==> config.mk <==
export PLATFORM = sky130hd
export DESIGN_NAME = errlog_top
export DESIGN_NICKNAME = d
export VERILOG_FILES = /design/src/core/errlog_pkg.sv /design/src/core/errlog_capture.sv /design/src/core/errlog_top.sv
export VERILOG_INCLUDE_DIRS = /design/src /design/src/core
export SDC_FILE = /design/constraint.sdc
export NUM_CORES = 1
export LEC_CHECK = 0
export BUFFER_PORTS_ARGS = -buffer_cell sky130_fd_sc_hd__buf_2
export CELL_PAD_IN_SITES_DETAIL_PLACEMENT = 0
export CELL_PAD_IN_SITES_GLOBAL_PLACEMENT = 1
export CORE_ASPECT_RATIO = 0.75
export CORE_MARGIN = 8
export CORE_UTILIZATION = 42
export DETAILED_ROUTE_END_ITERATION = 10
export GPL_ROUTABILITY_DRIVEN = 0
export PLACE_DENSITY_LB_ADDON = 0.1
export SYNTH_ARGS = -nofsm -noshare
export SYNTH_HDL_FRONTEND = slang
export SYNTH_HIERARCHICAL = 1
export SYNTH_SLANG_ARGS = --single-unit
==> constraint.sdc <==
create_clock -name sys_clk -period 12.4 [get_ports sys_clk]
set_input_delay 0.62 -clock sys_clk [delete_from_list [all_inputs] [get_ports sys_clk]]
set_output_delay 0.62 -clock sys_clk [all_outputs]
set_load 0.05 [all_outputs]
==> src/core/errlog_cfg.svh <==
// Constants for the posted-write error log: offsets, field positions, reset values.
// Assumes inclusion by bare name from design files.
`ifndef ERRLOG_CFG_SVH
`define ERRLOG_CFG_SVH
// ==========================================================================
// Register byte addresses.
`define OFF_CTRL_STATUS 12'h140
`define OFF_ADDRESS 12'h144
`define OFF_DATA 12'h148
`define OFF_IRQ_STATUS 12'h14C
`define OFF_IRQ_MASK 12'h150
// ==========================================================================
// Field positions in the control and status word.
`define BIT_ENABLE 31
`define BIT_FLAG 24
`define BIT_UNLOCK 23
`define CMD_HI 7
`define CMD_LO 4
`define BE_HI 3
`define BE_LO 0
// ==========================================================================
// Reset and idle values.
`define CMD_IDLE 4'h7
`define ZERO32 32'h0000_0000
`define AXI_OKAY 2'h0
`define AXI_SLVERR 2'h2
`endif

==> src/core/errlog_pkg.sv <==
// Types shared by the error log files.
// Assumes errlog_cfg.svh supplies the numeric constants.
package errlog_pkg;
  // Record of one failed posted write.
  typedef struct packed {
    logic [31:0] addr;
    logic [31:0] data;
    logic [3:0] cmd;
    logic [3:0] be_n;
  } fail_rec_t;
  // Bus slave states, one-hot.
  typedef enum logic [1:0] {
    WR_IDLE = 2'h1,
    WR_RESP = 2'h2
  } wr_state_t;
endpackage : errlog_pkg

==> src/core/errlog_capture.sv <==
// Capture register for one failed posted write and the logged flag.
// Assumes abort pulses and record come from PCI master logic on sys_clk.
`timescale 1ns/100ps
`include "errlog_cfg.svh"
module errlog_capture (
  input wire logic sys_clk,
  input wire logic resetn,
  input wire logic clk_en,
  input wire logic enable,
  input wire logic abort_evt,
  input wire errlog_pkg::fail_rec_t rec_in,
  input wire logic flag_clear,
  output logic flag_q,
  output errlog_pkg::fail_rec_t rec_q
);
  logic take;
  // Held record; its initial value gives the idle command code, since the
  // command log is deliberately left out of the general reset.
  errlog_pkg::fail_rec_t hold_q = {`ZERO32, `ZERO32, `CMD_IDLE, 4'h0};
  // An error is taken only when logging is on and nothing is held.
  assign take = abort_evt && enable && !flag_q;
  // Flag sets on capture; a write of 1 clears it, set wins.
  always_ff @(posedge sys_clk or negedge resetn) begin
    if (!resetn) begin
      flag_q <= 1'b0;
    end else if (clk_en) begin
      if (take) begin
        flag_q <= 1'b1;
      end else if (flag_clear) begin
        flag_q <= 1'b0;
      end
    end
  end
  // Record loads on capture and stays frozen while flagged.
  always_ff @(posedge sys_clk) begin
    if (clk_en && take) begin
      hold_q <= rec_in;
    end
  end
  // The output comes straight from the record flip-flops.
  assign rec_q = hold_q;
endmodule : errlog_capture

==> src/core/errlog_top.sv <==
// Posted-write error log with AXI4-Lite registers and one interrupt.
// Assumes one clock, async active-low reset, abort pulses synchronous to sys_clk.
//
// Design decision made here: the AXI4-Lite slave port.
`timescale 1ns/100ps
`include "errlog_cfg.svh"
// How it works
// - Enable bit turns capture on, reset off.
// - Target or master abort sets flag.
// - Flag reads held; write one clears.
// - Held log frozen until flag cleared.
// - Flag stalls slave channel unless unlocked.
// - Flag reaches interrupt only when enabled.
// - Command log idles at 0111, no reset.
// - Byte enables read zero unless flagged.
// - Address reads zero unless flagged.
// - Data reads zero unless flagged.
module errlog_top (
  input wire logic sys_clk,
  input wire logic resetn,
  input wire logic clk_en,
  input wire logic target_abort,
  input wire logic master_abort,
  input wire errlog_pkg::fail_rec_t fail_rec,
  output logic slave_suspend,
  output logic irq,
  input wire logic [11:0] s_axi_awaddr,
  input wire logic s_axi_awvalid,
  output logic s_axi_awready,
  input wire logic [31:0] s_axi_wdata,
  input wire logic [3:0] s_axi_wstrb,
  input wire logic s_axi_wvalid,
  output logic s_axi_wready,
  output logic [1:0] s_axi_bresp,
  output logic s_axi_bvalid,
  input wire logic s_axi_bready,
  input wire logic [11:0] s_axi_araddr,
  input wire logic s_axi_arvalid,
  output logic s_axi_arready,
  output logic [31:0] s_axi_rdata,
  output logic [1:0] s_axi_rresp,
  output logic s_axi_rvalid,
  input wire logic s_axi_rready
);
  // ==========================================================================
  // State.
  logic enable_q;
  logic unlock_q;
  logic irq_sticky_q;
  logic irq_mask_q;
  logic flag;
  logic flag_clear;
  errlog_pkg::fail_rec_t rec;
  logic aw_held_q;
  logic w_held_q;
  logic [11:0] awaddr_q;
  logic [31:0] wdata_q;
  logic [3:0] wstrb_q;
  logic wr_fire;
  logic rd_fire;
  logic rd_status;
  logic flag_rise;
  logic flag_prev_q;
  logic [31:0] rdata_d;
  logic wr_ok;
  logic rd_ok;

  // Returns true when the address names a mapped register.
  function automatic logic mapped(input logic [11:0] a);
    mapped = (a == `OFF_CTRL_STATUS) || (a == `OFF_ADDRESS) || (a == `OFF_DATA) ||
             (a == `OFF_IRQ_STATUS) || (a == `OFF_IRQ_MASK);
  endfunction : mapped

  // ==========================================================================
  // Capture.
  errlog_capture u_capture (
    .sys_clk(sys_clk),
    .resetn(resetn),
    .clk_en(clk_en),
    .enable(enable_q),
    .abort_evt(target_abort || master_abort),
    .rec_in(fail_rec),
    .flag_clear(flag_clear),
    .flag_q(flag),
    .rec_q(rec)
  );

  // Slave channel is held off while an error is held, unless unlocked.
  assign slave_suspend = flag && !unlock_q;

  // ==========================================================================
  // Write channel: address and data accepted in either order.
  assign s_axi_awready = !aw_held_q && !s_axi_bvalid;
  assign s_axi_wready = !w_held_q && !s_axi_bvalid;
  assign wr_fire = aw_held_q && w_held_q && !s_axi_bvalid;
  assign wr_ok = mapped(awaddr_q);

  // Holds the write address until the write completes.
  always_ff @(posedge sys_clk or negedge resetn) begin
    if (!resetn) begin
      aw_held_q <= 1'b0;
      awaddr_q <= 12'h000;
    end else if (clk_en) begin
      if (s_axi_awvalid && s_axi_awready) begin
        aw_held_q <= 1'b1;
        awaddr_q <= s_axi_awaddr;
      end else if (wr_fire) begin
        aw_held_q <= 1'b0;
      end
    end
  end

  // Holds the write data until the write completes.
  always_ff @(posedge sys_clk or negedge resetn) begin
    if (!resetn) begin
      w_held_q <= 1'b0;
      wdata_q <= `ZERO32;
      wstrb_q <= 4'h0;
    end else if (clk_en) begin
      if (s_axi_wvalid && s_axi_wready) begin
        w_held_q <= 1'b1;
        wdata_q <= s_axi_wdata;
        wstrb_q <= s_axi_wstrb;
      end else if (wr_fire) begin
        w_held_q <= 1'b0;
      end
    end
  end

  // Write response rises on the same edge as the register update.
  always_ff @(posedge sys_clk or negedge resetn) begin
    if (!resetn) begin
      s_axi_bvalid <= 1'b0;
      s_axi_bresp <= `AXI_OKAY;
    end else if (clk_en) begin
      if (wr_fire) begin
        s_axi_bvalid <= 1'b1;
        s_axi_bresp <= wr_ok ? `AXI_OKAY : `AXI_SLVERR;
      end else if (s_axi_bready) begin
        s_axi_bvalid <= 1'b0;
      end
    end
  end

  // A 1 written to the flag bit in the top byte clears the flag.
  assign flag_clear = wr_fire && (awaddr_q == `OFF_CTRL_STATUS) && wstrb_q[3] &&
                      wdata_q[`BIT_FLAG];

  // Control bits: enable in byte 3, unlock in byte 2.
  always_ff @(posedge sys_clk or negedge resetn) begin
    if (!resetn) begin
      enable_q <= 1'b0;
      unlock_q <= 1'b0;
    end else if (clk_en && wr_fire && (awaddr_q == `OFF_CTRL_STATUS)) begin
      if (wstrb_q[3]) begin
        enable_q <= wdata_q[`BIT_ENABLE];
      end
      if (wstrb_q[2]) begin
        unlock_q <= wdata_q[`BIT_UNLOCK];
      end
    end
  end

  // Interrupt mask register.
  always_ff @(posedge sys_clk or negedge resetn) begin
    if (!resetn) begin
      irq_mask_q <= 1'b0;
    end else if (clk_en && wr_fire && (awaddr_q == `OFF_IRQ_MASK) && wstrb_q[0]) begin
      irq_mask_q <= wdata_q[0];
    end
  end

  // ==========================================================================
  // Interrupt: a new logged error sets a sticky bit, cleared by reading it.
  assign flag_rise = flag && !flag_prev_q && enable_q;
  assign rd_status = rd_fire && (s_axi_araddr == `OFF_IRQ_STATUS);

  // Sticky event bit; a new event wins over the read clear.
  always_ff @(posedge sys_clk or negedge resetn) begin
    if (!resetn) begin
      flag_prev_q <= 1'b0;
      irq_sticky_q <= 1'b0;
    end else if (clk_en) begin
      flag_prev_q <= flag;
      if (flag_rise) begin
        irq_sticky_q <= 1'b1;
      end else if (rd_status) begin
        irq_sticky_q <= 1'b0;
      end
    end
  end

  // Level interrupt only while logging is enabled.
  assign irq = irq_sticky_q && irq_mask_q && enable_q;

  // ==========================================================================
  // Read channel.
  assign s_axi_arready = !s_axi_rvalid;
  assign rd_fire = s_axi_arvalid && s_axi_arready;
  assign rd_ok = mapped(s_axi_araddr);

  // Read mux; logged address, data and byte enables read as zero unless the flag is set.
  always_comb begin
    rdata_d = `ZERO32;
    case (s_axi_araddr)
      `OFF_CTRL_STATUS: begin
        rdata_d[`BIT_ENABLE] = enable_q;
        rdata_d[`BIT_FLAG] = flag;
        rdata_d[`BIT_UNLOCK] = unlock_q;
        rdata_d[`CMD_HI:`CMD_LO] = rec.cmd;
        rdata_d[`BE_HI:`BE_LO] = flag ? rec.be_n : 4'h0;
      end
      `OFF_ADDRESS: rdata_d = flag ? rec.addr : `ZERO32;
      `OFF_DATA: rdata_d = flag ? rec.data : `ZERO32;
      `OFF_IRQ_STATUS: rdata_d[0] = irq_sticky_q;
      `OFF_IRQ_MASK: rdata_d[0] = irq_mask_q;
      default: rdata_d = `ZERO32;
    endcase
  end

  // Read data registered one cycle after the address is taken.
  always_ff @(posedge sys_clk or negedge resetn) begin
    if (!resetn) begin
      s_axi_rvalid <= 1'b0;
      s_axi_rdata <= `ZERO32;
      s_axi_rresp <= `AXI_OKAY;
    end else if (clk_en) begin
      if (rd_fire) begin
        s_axi_rvalid <= 1'b1;
        s_axi_rdata <= rdata_d;
        s_axi_rresp <= rd_ok ? `AXI_OKAY : `AXI_SLVERR;
      end else if (s_axi_rready) begin
        s_axi_rvalid <= 1'b0;
      end
    end
  end
endmodule : errlog_top

* Word-level counts from Yosys, hierarchy flattened *
Index checks and enable logic that the tools add are counted.

operators by class
  equality and inequality tests = 10
  muxes and demuxes = 22
  reductions and logical operators = 57

operator list
  cell                 count
  $eq 12x9->1 const B  10
  $mux 32              2
  $pmux 15 s2          1
  $reduce_and 2->1     12
  $logic_and 1x1->1    23
  $pmux 7 s3           1
  $pmux 6 s2           1
  $reduce_bool 2->1    6
  $mux 1               11
  $logic_or 1x1->1     9
  $logic_not 1->1      7
  $pmux 2 s3           1
  $pmux 1 s5           1
  $mux 2               2
  $mux 4               1
  $pmux 1 s3           1

storage, ports and cells
  register bits = 166
  output and inout port bits = 43
  logic and storage cells = 109

* Longest topological paths before layout *
  depth after elaboration = 7
  mapped depth = 6
  mapped depth without buffers = 4

* Hierarchy *
Netlist, hierarchy kept.

modules (own cells, without submodules)
  module          instances  cells each  area an instance (um^2)  seq. area each (um^2)
  errlog_top      1          279         3,006.6                  1,551.5
  errlog_capture  1          77          2,208.4                  2,187.1

* Least setup slack after synthesis *
Ideal clock, no wire load.

  kind = in2reg
  start = input port master_abort
  end = register u_capture.hold_q, in the netlist u_capture/rec_q[0] (enable)
  setup time = 0.502 ns
  arrival time = 3.800 ns
  data required time = 11.898 ns
  setup slack = 8.097 ns
  cell stages on the path = 3
  buffers on the path = 0
  cell sequence = or2_2 nand3_1 nor2_1

on the way
  cells in the longest elaborated chain, start to end = 4

ends and longest elaborated chain
  element                          line                  source
  from (decl)                      errlog_top.sv:23      input wire logic master_abort,
  $logic_or 1x1->1                 errlog_top.sv:81      .abort_evt(target_abort || master_abort),
  $logic_and 1x1->1 (2 in series)  errlog_capture.sv:21  assign take = abort_evt && enable && !flag_q;
  $logic_and 1x1->1                errlog_capture.sv:36  if (clk_en && take) begin
  to (signal assigned)             errlog_capture.sv:37  hold_q <= rec_in;
  to (decl)                        errlog_capture.sv:19  errlog_pkg::fail_rec_t hold_q = {`ZERO32, `ZERO32, `CMD_IDLE, 4'h0};

No other way between the ends.
A chain may end at the register's enable or synchronous reset.

* Final worst setup path *
  start = register s_axi_rvalid
  end = register s_axi_rdata[25]

on the way
  cells in the longest elaborated chain, start to end = 3

ends and longest elaborated chain
  element                     line               source
  from (decl)                 errlog_top.sv:42   output logic s_axi_rvalid,
  from (signal assigned)      errlog_top.sv:224  s_axi_rvalid <= 1'b0;
  from (signal assigned)      errlog_top.sv:229  s_axi_rvalid <= 1'b1;
  from (signal assigned)      errlog_top.sv:233  s_axi_rvalid <= 1'b0;
  $logic_not 1->1             errlog_top.sv:198  assign s_axi_arready = !s_axi_rvalid;
  $logic_and 1x1->1           errlog_top.sv:199  assign rd_fire = s_axi_arvalid && s_axi_arready;
  $reduce_and 2->1 (no line)  -
  to (signal assigned)        errlog_top.sv:225  s_axi_rdata <= `ZERO32;
  to (signal assigned)        errlog_top.sv:230  s_axi_rdata <= rdata_d;
  to (decl)                   errlog_top.sv:40   output logic [31:0] s_axi_rdata,

No other way between the ends.

==> impl_metrics.yaml <==
synthesis:
  avgSynthCellArea_sq_um: 14.6
  synthTopCellsByArea: "edfxtp_1 41%, dfrtp_1 30%, mux2_2 5.0%"
  yosysTopAreaCellShare: 0.415
  synth_edf_count: 72
  synth_warnings: 6
  async_flop_share: 0.467
  yosys.area.top_type: "edfxtp_1"
  ys_seq_area_frac: 0.717
  synth.cell_area_sq_mm: 0.00522
  postSynthCellCount: 356
  synth.most_common_cell: "edfxtp_1"
  ys_types: 46
  ys_ff_latch: 135
  synthTopCellsByCount: "72 x edfxtp_1, 63 x dfrtp_1, 40 x nand2_1"
  ys.flop_type: "edfxtp_1"
pwr:
  p_per_area_mw_per_mm2: 171
  power.internal_w: 0.000855
  p_switching_w: 0.000294
  seqPwrFrac: 0.471
  clockPowerShare: 0.406
  switching_share: 0.256
  leakage_nw: 2.87
  combPwrFrac: 0.123
  peakVddDrop_mv: 0.0960
timing:
  tightest_slew_ns: 0.910
  finalClockSkew_ns: 0.0109
  fmax_ghz: 0.391
  timing.final.crit_period_ns: 2.56
  fin_crit_sh: 0.207
  setup_viol: 0
  report.final.slew_viol_count: 0
  rsz0062_at_grt: "no"
  slew_headroom: 0.390
  tns_ns: 0
  hold_viol: 0
cts:
  cts_root_buf: "clkbuf_16"
  cts_tree: "yes"
  cts.htree.levels: 4
  cts_hold_buf: 0
  cts_resized: 0
  clk_pin_slew_ns: 0.06
  clk_latency_ns: 0.40
  post-cts-setup-buffers: 0
  cts_buffer_depth: 2
  clock_sink_count: 135
  cts-buffers-inserted: 17
global_route:
  grt_pass1_wl_microns: 19700
  grt_overflow: 0
  grt_max_degree: 73
  grt_usage: 0.158
  antenna_found_initial: 0
  grt_pass1_vias: 3768
routing:
  wl_per_cell_microns: 17.6
  totalWireLength_microns: 12200
  dr_total_vias: 3475
  postRouteAntennaNets: 0
  drc: 0
  viasPerCell: 4.99
  drtIter0Drc: 181
  drtPass1Iterations: 5
floorplanning:
  die_area_sq_mm: 0.0163
  core_sq_mm: 0.0122
  chipWidth_microns: 145
  rows: 35
  chipHeight_microns: 113
  ios: 185
  initial_core_util: 0.427
worst_hold_path:
  hold_path_end: "u_capture/rec_q[1]$_DFFE_PP_"
  hold_depth: 1
  worst_hold_path_type: "input pin to flop"
  min_from: "fail_rec[1]"
cells_and_area:
  drive_gt1_frac: 0.436
  fill_cells: 1086
  nets: 659
  areaGrowthSynthToFinish_pct: 28.8
  finish.utilization: 0.550
  antenna_cells: 0
critical_path:
  slowest_stage: "nand3b_2"
  r2r_start: "s_axi_rvalid$_DFFE_PN0P_"
  path_cells: "nand3b_2 > nor4_4 > nand2_2 > o21ai_0"
  r2r_slack_ns: 9.84
  crit_arrival_ns: 2.87
  path_max_fanout: 35
  required_ns: 12.71
  start_kind: "flop"
  crit_type: "flop to flop"
  crit_buf_inv: 0
  path_delay_family: "simple AND/OR/NAND/NOR gates"
  rr_worst_depth: 4
  end_kind: "flop"
  slowest_delay_ns: 0.81
  r2r-end: "s_axi_rdata[25]$_DFFE_PN0P_"
place:
  io_buffers: 153
  hpwl_microns: 8600
run:
  maxCapViolCount: 0
outcome:
  status: "finished, final reports clean"
-- sequential cells by signal, summed over array words and instances (netlist names), 3 cells and up --
register and cells:
wdata_q 4, s_axi_rdata 32, u_capture/rec_q 72, awaddr_q 12
wstrb_q 3
-- per-stage QoR --
stage / power (W) / cell area (sq um) / instances / hold WS (ns) / setup WS [ns]
floorplan: 0.000641 / 5220 / 357 / 0.324 / 8.10
global placement: 0.000689 / 6160 / 664 / 0.459 / 9.47
detailed placement: 0.000693 / 6160 / 664 / 0.461 / 9.41
CTS: 0.00116 / 6720 / 696 / 0.371 / 9.76
global route: 0.00120 / 6720 / 696 / 0.363 / 9.58
finish: 0.00115 / 6720 / 696 / 0.388 / 9.84
-- cell type report --
cell class	count	area, sq um	area share
repair buffers	159	811	0.121
well taps	166	208	0.0309
flip-flops and latches	135	3740	0.556
multi-input cells	200	1390	0.207
clock buffers	19	433	0.0644
clock inverters	13	124	0.0184
inverters	4	15.0	0.00223
-- per-layer routing --
| metal | share of wire | global-route usage | vias to the layer above |
|---|---|---|---|
| met4 | 0.012 | 0.0463 | 0 |
| met5 | 0 | 0 | - |
| met2 | 0.47 | 0.239 | 110 |
| li1 | - | - | 1660 |
| met3 | 0.067 | 0.0564 | 9 |
| met1 | 0.45 | 0.209 | 1696 |
-- worst reg2reg max path, stage by stage (launching register included) --
cell	delay (ns)
dfrtp_1	0.40
nand3b_2	0.81
nor4_4	0.53
nand2_2	0.41
o21ai_0	0.32
-- cells in the final DEF (no fill, tap or decap), types with 5 or more instances in the layout --
cell type | netlist | routed
edfxtp_1 | 72 | 72
a22oi_1 | 28 | 28
clkbuf_16 | 0 | 17
nand2_1 | 40 | 40
clkinvlp_4 | 0 | 5
mux2_2 | 23 | 23
o21ai_0 | 5 | 5
buf_2 | 3 | 153
nor2_1 | 10 | 9
o21ai_1 | 25 | 25
a22o_1 | 6 | 6
buf_4 | 2 | 6
dfrtp_1 | 63 | 63
-- cell families (layout without fill, tap and decap cells) --
logic type,after synthesis,count (layout),synth area share
AO/OA/AOI/OAI,83,83,0.106
multiplexers,27,27,0.0573
AND/OR/NAND/NOR,88,88,0.0979
other,1,2,0.000719
buffers and inverters,22,195,0.0209
flip-flops,135,135,0.717
-- worst max-delay path by stage --
| stage | startpoint | endpoint | slack (ns) | cells past startpoint |
|---|---|---|---|---|
| finish | s_axi_rvalid$_DFFE_PN0P_ | s_axi_rdata[25]$_DFFE_PN0P_ | 9.84 | 4 |
| global route | s_axi_rvalid$_DFFE_PN0P_ | s_axi_rdata[27]$_DFFE_PN0P_ | 9.58 | 4 |
| CTS | s_axi_rvalid$_DFFE_PN0P_ | s_axi_rdata[25]$_DFFE_PN0P_ | 9.76 | 4 |
| detailed placement | clk_en | s_axi_rdata[25]$_DFFE_PN0P_ | 9.41 | 5 |
| global placement | clk_en | s_axi_rdata[26]$_DFFE_PN0P_ | 9.47 | 5 |
| floorplan | master_abort | u_capture/rec_q[0]$_DFFE_PP_ | 8.10 | 3 |
-- power groups by stage --
stage,Sequential [W],Clock [W],Combinational [W]
after global placement,0.000548,0,0.000140
after CTS,0.000541,0.000479,0.000143
after detailed placement,0.000550,0,0.000143
after global routing,0.000548,0.000499,0.000154
final,0.000542,0.000467,0.000141
after floorplan,0.000551,0,0.0000900
(Power assumes the default switching activity.)
